[config.mk]
export PLATFORM = sky130hd
export DESIGN_NAME = accu_x_command_executor
export DESIGN_NICKNAME = d
export VERILOG_FILES = /design/src/shared/accu_x_pkg.sv /design/src/rtl/frame_receiver.sv /design/src/rtl/serial_divider.sv /design/src/rtl/accu_x_command_executor.sv
export VERILOG_INCLUDE_DIRS = /design/src /design/src/shared
export SDC_FILE = /design/constraint.sdc
export NUM_CORES = 2
export LEC_CHECK = 0
export BUFFER_PORTS_ARGS = -buffer_cell sky130_fd_sc_hd__buf_2
export CORE_UTILIZATION = 50
export CTS_CLUSTER_SIZE = 14
export DETAILED_ROUTE_END_ITERATION = 10
export GPL_TIMING_DRIVEN = 1
export PLACE_DENSITY = 0.8
export SLEW_MARGIN = 20
export SYNTH_ARGS = -nofsm -noshare
export SYNTH_HDL_FRONTEND = slang
export SYNTH_SLANG_ARGS = --single-unit
[constraint.sdc]
create_clock -name clk_i -period 8.5 [get_ports clk_i]
set_input_delay 0.85 -clock clk_i [delete_from_list [all_inputs] [get_ports clk_i]]
set_output_delay 0.85 -clock clk_i [all_outputs]
set_load 0.005 [all_outputs]
[src/shared/accu_x_consts.svh]
`ifndef ACCU_X_CONSTS_SVH
`define ACCU_X_CONSTS_SVH
`define OP_ARITH        8'h21
`define OP_AXIS_PARAM   8'h22
`define OP_GLOBAL_PARAM 8'h23
`define OP_CLEAR_FLAGS  8'h24
`define OP_INT_UNMASK   8'h19
`define ST_OK           8'h64
`define ST_BAD_SUM      8'h01
`define ST_BAD_CMD      8'h02
`define ST_BAD_TYPE     8'h03
`define ST_BAD_MOTOR    8'h04
`define INT_GLOBAL      8'hFF
`define MODULE_ADDR     8'h01
`define REPLY_ADDR      8'h02
`define FRAME_LAST      4'h8
`define DIV_STEPS       6'h20
`define FLAG_TIMEOUT    3'h1
`define FLAG_ALARM      3'h2
`define FLAG_DEVIATION  3'h3
`define FLAG_POSITION   3'h4
`define FLAG_SHUTDOWN   3'h5
`define TY_ADD  8'h00
`define TY_SUB  8'h01
`define TY_MUL  8'h02
`define TY_DIV  8'h03
`define TY_MOD  8'h04
`define TY_AND  8'h05
`define TY_OR   8'h06
`define TY_XOR  8'h07
`define TY_NOT  8'h08
`define TY_LOAD 8'h09
`define TY_SWAP 8'h0A
`endif

[src/shared/accu_x_pkg.sv]
package accu_x_pkg;
  // One decoded command frame
  typedef struct packed {
    logic [7:0]  opcode;
    logic [7:0]  ctype;
    logic [7:0]  bank;
    logic [31:0] value;
  } command_s;
  // One reply frame
  typedef struct packed {
    logic [7:0]  status;
    logic [7:0]  opcode;
    logic [31:0] value;
  } reply_s;
  // Parameter write toward the parameter tables
  typedef struct packed {
    logic        axis;
    logic [7:0]  number;
    logic [7:0]  bank;
    logic [31:0] data;
  } param_write_s;
  // Error flag vector, index = clear type
  typedef logic [5:1] error_flags_t;
endpackage

[src/rtl/frame_receiver.sv]
`timescale 1ns/1ps
`include "accu_x_consts.svh"
// Gathers nine-byte frames and checks the checksum
module frame_receiver (
  input  wire logic                  clk_i,
  input  wire logic                  rst_i,
  input  wire logic                  byte_valid_i,
  input  wire logic [7:0]            byte_i,
  output logic                       frame_valid_o,
  output logic                       frame_sum_ok_o,
  output accu_x_pkg::command_s       frame_o
);
  import accu_x_pkg::*;
  // Whole state in one struct
  typedef struct packed {
    logic [3:0]  index;
    logic [7:0]  sum;
    logic [7:0]  addr;
    command_s    cmd;
    logic        done;
    logic        ok;
  } rx_state_s;
  rx_state_s state, next_state;

  // Byte position decode
  always_comb begin
    next_state      = state;
    next_state.done = 1'b0;
    if (byte_valid_i) begin
      case (state.index)
        4'h0: next_state.addr = byte_i;
        4'h1: next_state.cmd.opcode = byte_i;
        4'h2: next_state.cmd.ctype = byte_i;
        4'h3: next_state.cmd.bank = byte_i;
        // Value bytes, most significant first
        4'h4, 4'h5, 4'h6, 4'h7: next_state.cmd.value = {state.cmd.value[23:0], byte_i};
        default: ;
      endcase
      if (state.index == `FRAME_LAST) begin
        // Checksum is the sum of the first eight bytes
        next_state.done  = (state.addr == `MODULE_ADDR);
        next_state.ok    = (state.sum == byte_i);
        next_state.index = 4'h0;
        next_state.sum   = 8'h00;
      end else begin
        next_state.index = state.index + 4'h1;
        next_state.sum   = state.sum + byte_i;
      end
    end
  end

  // State register
  always_ff @(posedge clk_i) begin
    if (rst_i) begin
      state <= '0;
    end else begin
      state <= next_state;
    end
  end

  assign frame_valid_o  = state.done;
  assign frame_sum_ok_o = state.ok;
  assign frame_o        = state.cmd;
endmodule

[src/rtl/serial_divider.sv]
`timescale 1ns/1ps
`include "accu_x_consts.svh"
// Signed 32-bit restoring divider, one quotient bit per cycle
module serial_divider (
  input  wire logic        clk_i,
  input  wire logic        rst_i,
  input  wire logic        start_i,
  input  wire logic [31:0] dividend_i,
  input  wire logic [31:0] divisor_i,
  output logic             done_o,
  output logic [31:0]      quotient_o,
  output logic [31:0]      remainder_o
);
  import accu_x_pkg::*;
  // Whole state in one struct
  typedef struct packed {
    logic        busy;
    logic        done;
    logic [5:0]  count;
    logic [31:0] quo;
    logic [32:0] rem;
    logic [31:0] dsr;
    logic        neg_q;
    logic        neg_r;
  } div_state_s;
  div_state_s state, next_state;
  logic [32:0] trial;

  // Shift-subtract step; truncating division like C
  always_comb begin
    next_state      = state;
    next_state.done = 1'b0;
    trial           = {state.rem[31:0], state.quo[31]} - {1'b0, state.dsr};
    if (start_i && !state.busy) begin
      next_state.busy  = 1'b1;
      next_state.count = `DIV_STEPS;
      next_state.quo   = dividend_i[31] ? 32'(-dividend_i) : dividend_i;
      next_state.dsr   = divisor_i[31] ? 32'(-divisor_i) : divisor_i;
      next_state.rem   = 33'h0_0000_0000;
      next_state.neg_q = dividend_i[31] ^ divisor_i[31];
      next_state.neg_r = dividend_i[31];
    end else if (state.busy) begin
      if (trial[32]) begin
        next_state.rem = {state.rem[31:0], state.quo[31]};
        next_state.quo = {state.quo[30:0], 1'b0};
      end else begin
        next_state.rem = trial;
        next_state.quo = {state.quo[30:0], 1'b1};
      end
      next_state.count = state.count - 6'h01;
      if (state.count == 6'h01) begin
        next_state.busy = 1'b0;
        next_state.done = 1'b1;
      end
    end
  end

  // State register
  always_ff @(posedge clk_i) begin
    if (rst_i) begin
      state <= '0;
    end else begin
      state <= next_state;
    end
  end

  assign done_o      = state.done;
  assign quotient_o  = state.neg_q ? 32'(-state.quo) : state.quo;
  assign remainder_o = state.neg_r ? 32'(-state.rem[31:0]) : state.rem[31:0];
endmodule

[src/rtl/accu_x_command_executor.sv]
`timescale 1ns/1ps
`include "accu_x_consts.svh"
// Executes arithmetic, parameter transfer, flag clear and interrupt enable
// commands against the accumulator and the second operand register.
module accu_x_command_executor (
  input  wire logic                       clk_i,
  input  wire logic                       rst_i,
  // Command link bytes
  input  wire logic                       rx_valid_i,
  input  wire logic [7:0]                 rx_byte_i,
  // Standalone program command
  input  wire logic                       prog_valid_i,
  input  wire accu_x_pkg::command_s       prog_cmd_i,
  // Accumulator load from other commands
  input  wire logic                       accu_load_i,
  input  wire logic [31:0]                accu_load_value_i,
  // Error flag set events
  input  wire accu_x_pkg::error_flags_t   flag_set_i,
  // Wishbone classic slave
  input  wire logic                       wb_cyc_i,
  input  wire logic                       wb_stb_i,
  input  wire logic                       wb_we_i,
  input  wire logic [3:0]                 wb_adr_i,
  input  wire logic [3:0]                 wb_sel_i,
  input  wire logic [31:0]                wb_dat_i,
  output logic [31:0]                     wb_dat_o,
  output logic                            wb_ack_o,
  // Results
  output logic                            busy_o,
  output logic                            reply_valid_o,
  output accu_x_pkg::reply_s              reply_o,
  output logic                            param_valid_o,
  output accu_x_pkg::param_write_s        param_o,
  output logic [31:0]                     accu_o,
  output logic [31:0]                     x_o,
  output accu_x_pkg::error_flags_t        flags_o,
  output logic [7:0]                      int_source_enable_o,
  output logic                            int_global_enable_o,
  output logic                            irq_o
);
  import accu_x_pkg::*;

  // Register word indices
  localparam logic [3:0] REG_ACCU   = 4'h0;
  localparam logic [3:0] REG_X      = 4'h1;
  localparam logic [3:0] REG_FLAGS  = 4'h2;
  localparam logic [3:0] REG_INTEN  = 4'h3;
  localparam logic [3:0] REG_STATUS = 4'h4;
  localparam logic [3:0] REG_MASK   = 4'h5;

  // Event bits of the sticky status
  localparam int EV_DONE  = 0;
  localparam int EV_ERROR = 1;
  localparam int EV_FLAG  = 2;

  // Executor sequencing
  typedef enum logic [1:0] {
    IDLE   = 2'b00,
    DIVIDE = 2'b01,
    REPLY  = 2'b10
  } exec_e;

  // All module state in one struct
  // Outputs read it directly
  typedef struct packed {
    exec_e         phase;
    logic          direct;
    command_s      cmd;
    logic signed [31:0] accu;
    logic signed [31:0] x;
    error_flags_t  flags;
    logic [7:0]    int_en;
    logic          int_global;
    logic [2:0]    status;
    logic [2:0]    mask;
    logic          reply_valid;
    reply_s        reply;
    logic          param_valid;
    param_write_s  param;
    logic          ack;
    logic [31:0]   rdata;
    logic          irq;
  } top_state_s;
  top_state_s state, next_state;

  // Receiver outputs
  logic          frame_valid;
  logic          frame_ok;
  command_s      frame_cmd;
  // Divider handshake
  logic          div_start;
  logic          div_done;
  logic [31:0]   div_quo;
  logic [31:0]   div_rem;
  // Execution scratch
  logic [63:0]   product;
  logic [7:0]    stat;
  logic [2:0]    events;
  // Bus request decode
  logic          wb_req;
  logic          wb_wr;

  // Frame assembly and checksum
  frame_receiver u_rx (
    .clk_i          (clk_i),
    .rst_i          (rst_i),
    .byte_valid_i   (rx_valid_i),
    .byte_i         (rx_byte_i),
    .frame_valid_o  (frame_valid),
    .frame_sum_ok_o (frame_ok),
    .frame_o        (frame_cmd)
  );

  // Division shares one sequential unit
  serial_divider u_div (
    .clk_i       (clk_i),
    .rst_i       (rst_i),
    .start_i     (div_start),
    .dividend_i  (state.accu),
    .divisor_i   (state.x),
    .done_o      (div_done),
    .quotient_o  (div_quo),
    .remainder_o (div_rem)
  );

  // Signed product, low word kept
  assign product = 64'(state.accu * state.x);
  assign wb_req  = wb_cyc_i && wb_stb_i && !state.ack;
  assign wb_wr   = wb_req && wb_we_i;

  // Command execution, flags, register bus, interrupt
  always_comb begin
    next_state             = state;
    next_state.reply_valid = 1'b0;
    next_state.param_valid = 1'b0;
    next_state.ack         = 1'b0;
    div_start              = 1'b0;
    stat                   = `ST_OK;
    events                 = 3'b000;
    case (state.phase)
      IDLE: begin
        // Link frames take priority over the program
        if (frame_valid) begin
          next_state.cmd    = frame_cmd;
          next_state.direct = 1'b1;
          next_state.phase  = frame_ok ? DIVIDE : REPLY;
          next_state.reply  = '{status: `ST_BAD_SUM, opcode: frame_cmd.opcode, value: 32'h0000_0000};
        end else if (prog_valid_i) begin
          next_state.cmd    = prog_cmd_i;
          next_state.direct = 1'b0;
          next_state.phase  = DIVIDE;
        end else if (accu_load_i) begin
          next_state.accu = accu_load_value_i;
        end
      end
      DIVIDE: begin
        // Execute; divisions wait on the divider
        next_state.phase = REPLY;
        case (state.cmd.opcode)
          `OP_ARITH: begin
            // Operands accumulator and X register; NOT and LOAD write X, SWAP writes both, the rest write the accumulator
            case (state.cmd.ctype)
              `TY_ADD: next_state.accu = state.accu + state.x;
              `TY_SUB: next_state.accu = state.accu - state.x;
              `TY_MUL: next_state.accu = product[31:0];
              `TY_DIV, `TY_MOD: begin
                // Zero divisor refused rather than hanging
                if (state.x == 32'sh0000_0000) begin
                  stat = `ST_BAD_TYPE;
                end else begin
                  div_start        = !div_done;
                  next_state.phase = div_done ? REPLY : DIVIDE;
                  if (div_done) begin
                    next_state.accu = (state.cmd.ctype == `TY_DIV) ? div_quo : div_rem;
                  end
                end
              end
              `TY_AND: next_state.accu = state.accu & state.x;
              `TY_OR:  next_state.accu = state.accu | state.x;
              `TY_XOR: next_state.accu = state.accu ^ state.x;
              `TY_NOT: next_state.x = ~state.x;
              `TY_LOAD: next_state.x = state.accu;
              `TY_SWAP: begin
                next_state.accu = state.x;
                next_state.x    = state.accu;
              end
              default: stat = `ST_BAD_TYPE;
            endcase
          end
          `OP_AXIS_PARAM: begin
            // Single axis: motor must be zero
            if (state.cmd.bank != 8'h00) begin
              stat = `ST_BAD_MOTOR;
            end else begin
              next_state.param_valid = 1'b1;
              next_state.param = '{axis: 1'b1, number: state.cmd.ctype, bank: 8'h00, data: state.accu};
            end
          end
          // Bank passes through
          `OP_GLOBAL_PARAM: begin
            next_state.param_valid = 1'b1;
            next_state.param = '{axis: 1'b0, number: state.cmd.ctype, bank: state.cmd.bank,
                                 data: state.accu};
          end
          // Set beats clear below
          `OP_CLEAR_FLAGS: begin
            if (state.cmd.ctype == 8'h00) begin
              next_state.flags = '0;
            end else if (state.cmd.ctype <= {5'h00, `FLAG_SHUTDOWN}) begin
              next_state.flags[state.cmd.ctype[2:0]] = 1'b0;
            end else begin
              stat = `ST_BAD_TYPE;
            end
          end
          // 255 is the global switch
          `OP_INT_UNMASK: begin
            if (state.cmd.ctype == `INT_GLOBAL) begin
              next_state.int_global = 1'b1;
            end else if (state.cmd.ctype < 8'h08) begin
              next_state.int_en[state.cmd.ctype[2:0]] = 1'b1;
            end else begin
              stat = `ST_BAD_TYPE;
            end
          end
          // Unknown opcodes refused
          default: stat = `ST_BAD_CMD;
        endcase
        next_state.reply = '{status: stat, opcode: state.cmd.opcode, value: 32'h0000_0000};
      end
      // Closing cycle of a command
      REPLY: begin
        // Reply only for link commands, value carries nothing
        next_state.reply_valid = state.direct;
        next_state.phase       = IDLE;
        events[EV_DONE]        = 1'b1;
        events[EV_ERROR]       = (state.reply.status != `ST_OK);
      end
      // Stray phase code recovers
      default: next_state.phase = IDLE;
    endcase
    // Flag set events win over a clear in the same cycle
    next_state.flags = next_state.flags | flag_set_i;
    events[EV_FLAG]  = |flag_set_i;
    // Register bus writes
    if (wb_wr && wb_sel_i[0]) begin
      case (wb_adr_i)
        REG_ACCU:  next_state.accu = wb_dat_i;
        REG_X:     next_state.x = wb_dat_i;
        REG_INTEN: begin
          next_state.int_en     = wb_dat_i[7:0];
          next_state.int_global = wb_dat_i[8];
        end
        REG_STATUS: next_state.status = state.status & ~wb_dat_i[2:0];
        REG_MASK:  next_state.mask = wb_dat_i[2:0];
        default: ;
      endcase
    end
    // Sticky events override a clear
    next_state.status = next_state.status | events;
    // Register bus reads, unmapped reads as zero
    if (wb_req) begin
      next_state.ack = 1'b1;
      case (wb_adr_i)
        REG_ACCU:   next_state.rdata = state.accu;
        REG_X:      next_state.rdata = state.x;
        REG_FLAGS:  next_state.rdata = {26'h000_0000, state.flags, 1'b0};
        REG_INTEN:  next_state.rdata = {23'h00_0000, state.int_global, state.int_en};
        REG_STATUS: next_state.rdata = {29'h0000_0000, state.status};
        REG_MASK:   next_state.rdata = {29'h0000_0000, state.mask};
        default:    next_state.rdata = 32'h0000_0000;
      endcase
    end
    next_state.irq = |(next_state.status & next_state.mask);
  end

  // State register
  // Reset clears all fields
  always_ff @(posedge clk_i) begin
    if (rst_i) begin
      state <= '0;
    end else begin
      state <= next_state;
    end
  end

  // All outputs are flops, except busy_o decoded from the phase
  assign wb_ack_o            = state.ack;
  assign wb_dat_o            = state.rdata;
  assign busy_o              = (state.phase != IDLE);
  assign reply_valid_o       = state.reply_valid;
  assign reply_o             = state.reply;
  assign param_valid_o       = state.param_valid;
  assign param_o             = state.param;
  assign accu_o              = state.accu;
  assign x_o                 = state.x;
  assign flags_o             = state.flags;
  assign int_source_enable_o = state.int_en;
  assign int_global_enable_o = state.int_global;
  assign irq_o               = state.irq;
endmodule

## Word level (Yosys, flattened, before mapping)

Cells that the tools add are included.

| operators by class | value |
|---|---|
| $add $sub $neg | 10 |
| $mul | 1 |
| magnitude comparators | 4 |
| eq/ne operators | 38 |
| muxes and demuxes | 64 |
| bitwise operators | 18 |
| reduce and logical (&&, ||, !) cells | 40 |

Operators by type and width:

| kind | number |
|---|---|
| 2-to-1 mux 32 bit | 12 |
| one-hot mux 32 bit (8 select lines) | 1 |
| one-hot mux 32 bit (6 select lines) | 1 |
| 2-to-1 mux 64 bit | 2 |
| negation 32 bit | 4 |
| one-hot mux 32 bit (2 select lines) | 2 |
| 2-to-1 mux 59 bit | 2 |
| one-hot mux 50 bit (2 select lines) | 1 |
| one-hot mux 48 bit (2 select lines) | 1 |
| 2-to-1 mux 73 bit | 1 |
| 2-to-1 mux 71 bit | 1 |
| 2-to-1 mux 50 bit | 1 |
| 2-to-1 mux 48 bit | 1 |
| 2-to-1 mux 46 bit | 1 |
| one-hot mux 8 bit (5 select lines) | 1 |
| 2-to-1 mux 34 bit | 1 |
| 2-to-1 mux 33 bit | 1 |
| subtractor 33 x 32 -> 33 bit | 1 |
| adder 32 bit | 1 |
| bitwise AND 32 bit | 1 |
| == test 8 x 3 -> 1 bit, second input constant | 4 |
| == test 8 x 6 -> 1 bit, second input constant | 4 |
| logical NOT 32 bit | 1 |
| multiplier 32 x 32 -> 32 bit | 1 |
| 63 further kinds | 128 |

| storage, ports and cells | value |
|---|---|
| flip-flop bits (word level) | 429 |
| bits of input ports | 149 |
| output and inout port bits | 212 |
| word-level logic and storage cells | 217 |

## Depth between registers and ports, before layout

| depth | value |
|---|---|
| word-level depth | 15 |
| gate-level depth with buffers | 30 |
| depth with buffers taken out | 27 |

## By module

Synthesis repeated with hierarchy kept, for this count alone.

| second synthesis, totals | value |
|---|---|
| cells, all modules | 5737 |
| area total of the unflattened synthesis | 44845.5 um^2 |

By module, submodules not included:

| module | instances | cells each | area an instance (um^2) | sequential area each (um^2) |
|---|---|---|---|---|
| accu_x_command_executor | 1 | 4157 | 32708.9 | 4164.0 |
| serial_divider | 1 | 1128 | 8504.4 | 2122.0 |
| frame_receiver | 1 | 452 | 3632.2 | 1561.5 |

## Least setup slack after synthesis

No wires, ideal clock.

| timing path | value |
|---|---|
| path type | register to register |
| start point | reg state, in the netlist x_o[5] |
| end point | reg state, in the netlist accu_o[30] |
| library setup time | 129 ps |
| arrival time | 7169 ps |
| required time | 8371 ps |
| path slack | 1202 ps |
| stages on the path, launching flop included | 27 |
| buffers on the path | 2 |
| clock period less this slack | 7298 ps |
| path through | dfxtp_1 clkbuf_1 clkinv_1 clkbuf_1 nor2_1 fa_1 fa_1 fa_1 inv_1 fa_1 inv_1 fa_1 inv_1 fa_1 inv_1 fa_1 fa_1 ha_1 nor2b_1 o21ai_0 a211oi_1 or3b_2 a31oi_1 a21oi_1 and4b_1 a2111oi_1 nor3_1 |

| between the ends | value |
|---|---|
| word-level cells in the longest chain between the ends | 7 |
| elaborated cells on any way between the ends | 10 |
| classes of those cells | add/sub: 2; mul: 1; mux: 6; reduce/logical: 1 |

Ends and longest elaborated chain:

| element | line | source |
|---|---|---|
| start: declaration | accu_x_command_executor.sv:84 | `top_state_s state, next_state;` |
| start signal: assignment | accu_x_command_executor.sv:282 | `state <= next_state;` |
| branches (longest 2 deep; another with multiplier 32 x 32 -> 32 bit) | - |  |
| one-hot mux 32 bit (8 select lines) (*) | accu_x_command_executor.sv:162 | `case (state.cmd.ctype)` |
| 2-to-1 mux 64 bit (*) | accu_x_command_executor.sv:159 | `case (state.cmd.opcode)` |
| one-hot mux 32 bit (2 select lines) (*) | accu_x_command_executor.sv:140 | `case (state.phase)` |
| 2-to-1 mux 32 bit | accu_x_command_executor.sv:246 | `case (wb_adr_i)` |
| 2-to-1 mux 64 bit (*) | accu_x_command_executor.sv:245 | `if (wb_wr && wb_sel_i[0]) begin` |

Every way passes the cells marked *.
A chain may end at the register's enable or synchronous reset.

## Worst setup path in the final report

| timing path | value |
|---|---|
| start point | reg state, in the netlist x_o[8] |
| end point | reg state, in the netlist accu_o[28] |

Same word-level chain as after synthesis.

==> impl_results.md <==
- Drt wl/cell: 26.41 um
- # setup viols final: 0
- Reg clk slew, reported paths: roughly 0.07 ns
- Hold Crit Class: reg2reg
- Post-route cell area: about 45,000 um2
- Crit path time final: 8.337 ns
- CP Capture Type: flip-flop
- Max cap viols: 0
- Most used cell, CP: fa_1
- Fin. max-slew vios: 0
- PortBufs: 290
- Final Non-Filler Cells: 6,536
- Critical path launch point type: flip-flop
- Crit path required time: roughly 9 ns
- WS Path Type: reg2reg
- Slew @ Worst Pin: around 1.4 ns
- DRT antenna net count: 0
- DP HPWL: 127,600 um
- Total gr overflow: 0
- Most frequent cells in the layout: 774 x nor2_1, 581 x nand2_1, 522 x inv_1
- Max Root-Sink Buffers: 3
- Die Area: 85,670 um2
- Post-synth EDFFs: 0
- Nets: 6,218
- Static leakage: 19.91 nW
- Clock sink count: 360
- Overall routing resource usage: between 30% and 40%
- Sequential-to-total area share from yosys stat: around 17%
- Worst path max stage delay: around 0.95 ns
- Worst skew pair latency: 0.63 ns
- Area grow syn2layout: 7.036%
- Post-Syn Area: 42,250 um2
- Starting Density: 50.49%
- CP max FO: 10
- Initial antenna violation count: 12
- Ys flop type: dfxtp_1
- Gpl congestion: 1.105
- Peak VDD IR: 0.1471 mV
- Core Area: 83,690 um2
- Post-CTS Setup Bufs: 0
- Via density: roughly 6.3
- Dpl ws: 0.5434 ns
- Crit path DAT: 8.82 ns
- Setup WS post-layout: 0.1634 ns
- RSZ-0062 raised after global routing: false
- Root Driver: clkbuf_16
- Die H: around 300 um
- H-tree levels: 2
- Die X: 292.7 um
- Fmax: 120.0 MHz
- FFs w/ async S/R, synth: 0%
- Placed cell count: 6,453
- YS warnings: 0
- Most common cell after layout, fill and taps aside: nor2_1
- Hold WS: 0.4328 ns
- Gate Count Post-Synth: 5,388
- Drc violations: 0
- Power Density: approximately 110 nW/um2
- Num rows: 106
- Post-cts sizing count: 0
- Relative slew slack: 9.197%
- Drt pass-1 iters: 7
- Final WL: between 150,000 and 200,000 um
- CTS tree: done
- Slowest CP cell: dfxtp_1
- # hold bufs at CTS: 0
- Placed cell area: 43,680 um2
- Largest net degree at the start of global routing: between 150 and 200
- First DRT Iteration DRCs: 6,015
- Total CTS buffers: 42
- First-pass GRT wire length: 253,000 um
- Fin. Hold Viols: 0
- Worst Skew: 0.05426 ns
- Status: completed
- Period utilisation layout: between 90% and 100%
- Synthesized area per cell: roughly 8 um2
- Count of unique library cells instantiated by Yosys: 95
- Layout cells sized above 1: 11.75%
- IO Count: 361
- Setup_tns: 0 ns
- Via count: 41,450
- Yosys reg bits: 360
- Vias in the first global route: approximately 40,000
## routing by layer
metal / part of all wire (%) / track usage [%] / wire length [um]
met2: 41 / 56.71 / 70130
met4: 8.2 / 26.27 / 14240
met3: 16 / 15.84 / 27490
met5: 0.18 / 1.702 / 311
met1: 35 / 48.47 / 60440
## cell usage after synthesis (all sizes together) (13+ instances only)
cell type,number,share of area [%]
a2111oi,14,0.29
a211oi,154,2.7
a21o,35,0.62
a21oi,307,3.6
a221oi,56,1.2
a222oi,14,0.33
a22oi,59,1.0
a31oi,24,0.36
and2,13,0.19
and3,17,0.25
buf,258,4.2
clkbuf,311,2.9
clkinv,17,0.15
dfxtp,360,17
fa,411,19
ha,295,8.7
inv,531,4.7
mux2i,75,1.8
nand2,583,5.2
nand2b,27,0.40
nand3,51,0.60
nand4,21,0.31
nor2,780,6.9
nor2b,28,0.41
nor3,78,0.92
nor4,24,0.38
o2111ai,18,0.37
o211ai,21,0.37
o21a,17,0.30
o21ai,225,2.7
o22ai,13,0.19
o31ai,47,0.85
o41ai,16,0.35
or2,21,0.32
or3,29,0.47
or4,21,0.42
xnor2,221,4.6
xor2,64,1.3
## worst max-delay path: cells and delay by family, from the launching register on
family / cells / cell delay (ns)
AND/OR/NAND/NOR: 5 / 1.36
buffers and inverters: 5 / 0.63
AO/OA/AOI/OAI: 6 / 1.71
adder cells (fa/ha/maj): 9 / 3.51
flip-flops: 1 / 0.95
## path summary, 6_finish.rpt
path | slack, ns | cells after the start | startpoint | end
max | 0.16 | 25 | x_o[8] | accu_o[28]
min | 0.43 | 1 | u_rx.state[65] | u_rx.frame_valid_o
max reg2reg | 0.16 | 25 | x_o[8] | accu_o[28]
min reg2reg | 0.43 | 1 | u_rx.state[65] | u_rx.frame_valid_o
## cells by family (layout without fill, tap and decap cells)
family	count (synthesis)	count (layout)	share of synthesized area, %
AO/OA/AOI/OAI	1104	1104	17.08
XOR/XNOR	285	285	5.908
adder cells (fa/ha/maj)	706	706	28.21
buffers and inverters	1118	1091	12.06
flip-flops	360	360	17.06
multiplexers	88	88	2.176
other	1	42	0.008875
AND/OR/NAND/NOR	1726	1726	17.51
## flip-flops by register name, indices dropped and copies added, names as in the netlist, 5 cells and up
register,count
wb_dat_o,32
flags_o,5
int_source_enable_o,8
reply_o,12
x_o,32
accu_o,32
state,33
u_rx.state,20
u_div.state,105
param_o,49
u_rx.frame_o,24
## through the flow
stage          total power [mW]  util (%)
2_1_floorplan             2.475         -
3_3_place_gp              2.860     52.19
3_5_place_dp              2.867     52.19
4_1_cts                   4.853     54.00
5_1_grt                   5.027     54.02
6_report                  4.921     54.04
## power by group
part / switching, mW / leakage [nW] / internal [mW]
clock: 0.834 / 0.739 / 1.18
sequential: 0.0409 / 2.92 / 1.73
combinational: 0.799 / 16.3 / 0.342
total: 1.67 / 19.9 / 3.25
## area by class of cell
type,instances,area [um2]
Fill cell,7743,38460
Multi-Input combinational cell,3944,30190
Sequential cell,360,7213
Timing Repair Buffer,467,2815
Inverter,548,2057
Tap cell,1134,1419
Clock buffer,58,1231
Clock inverter,18,279.0
Antenna cell,7,17.52
(Power assumes the default switching activity.)
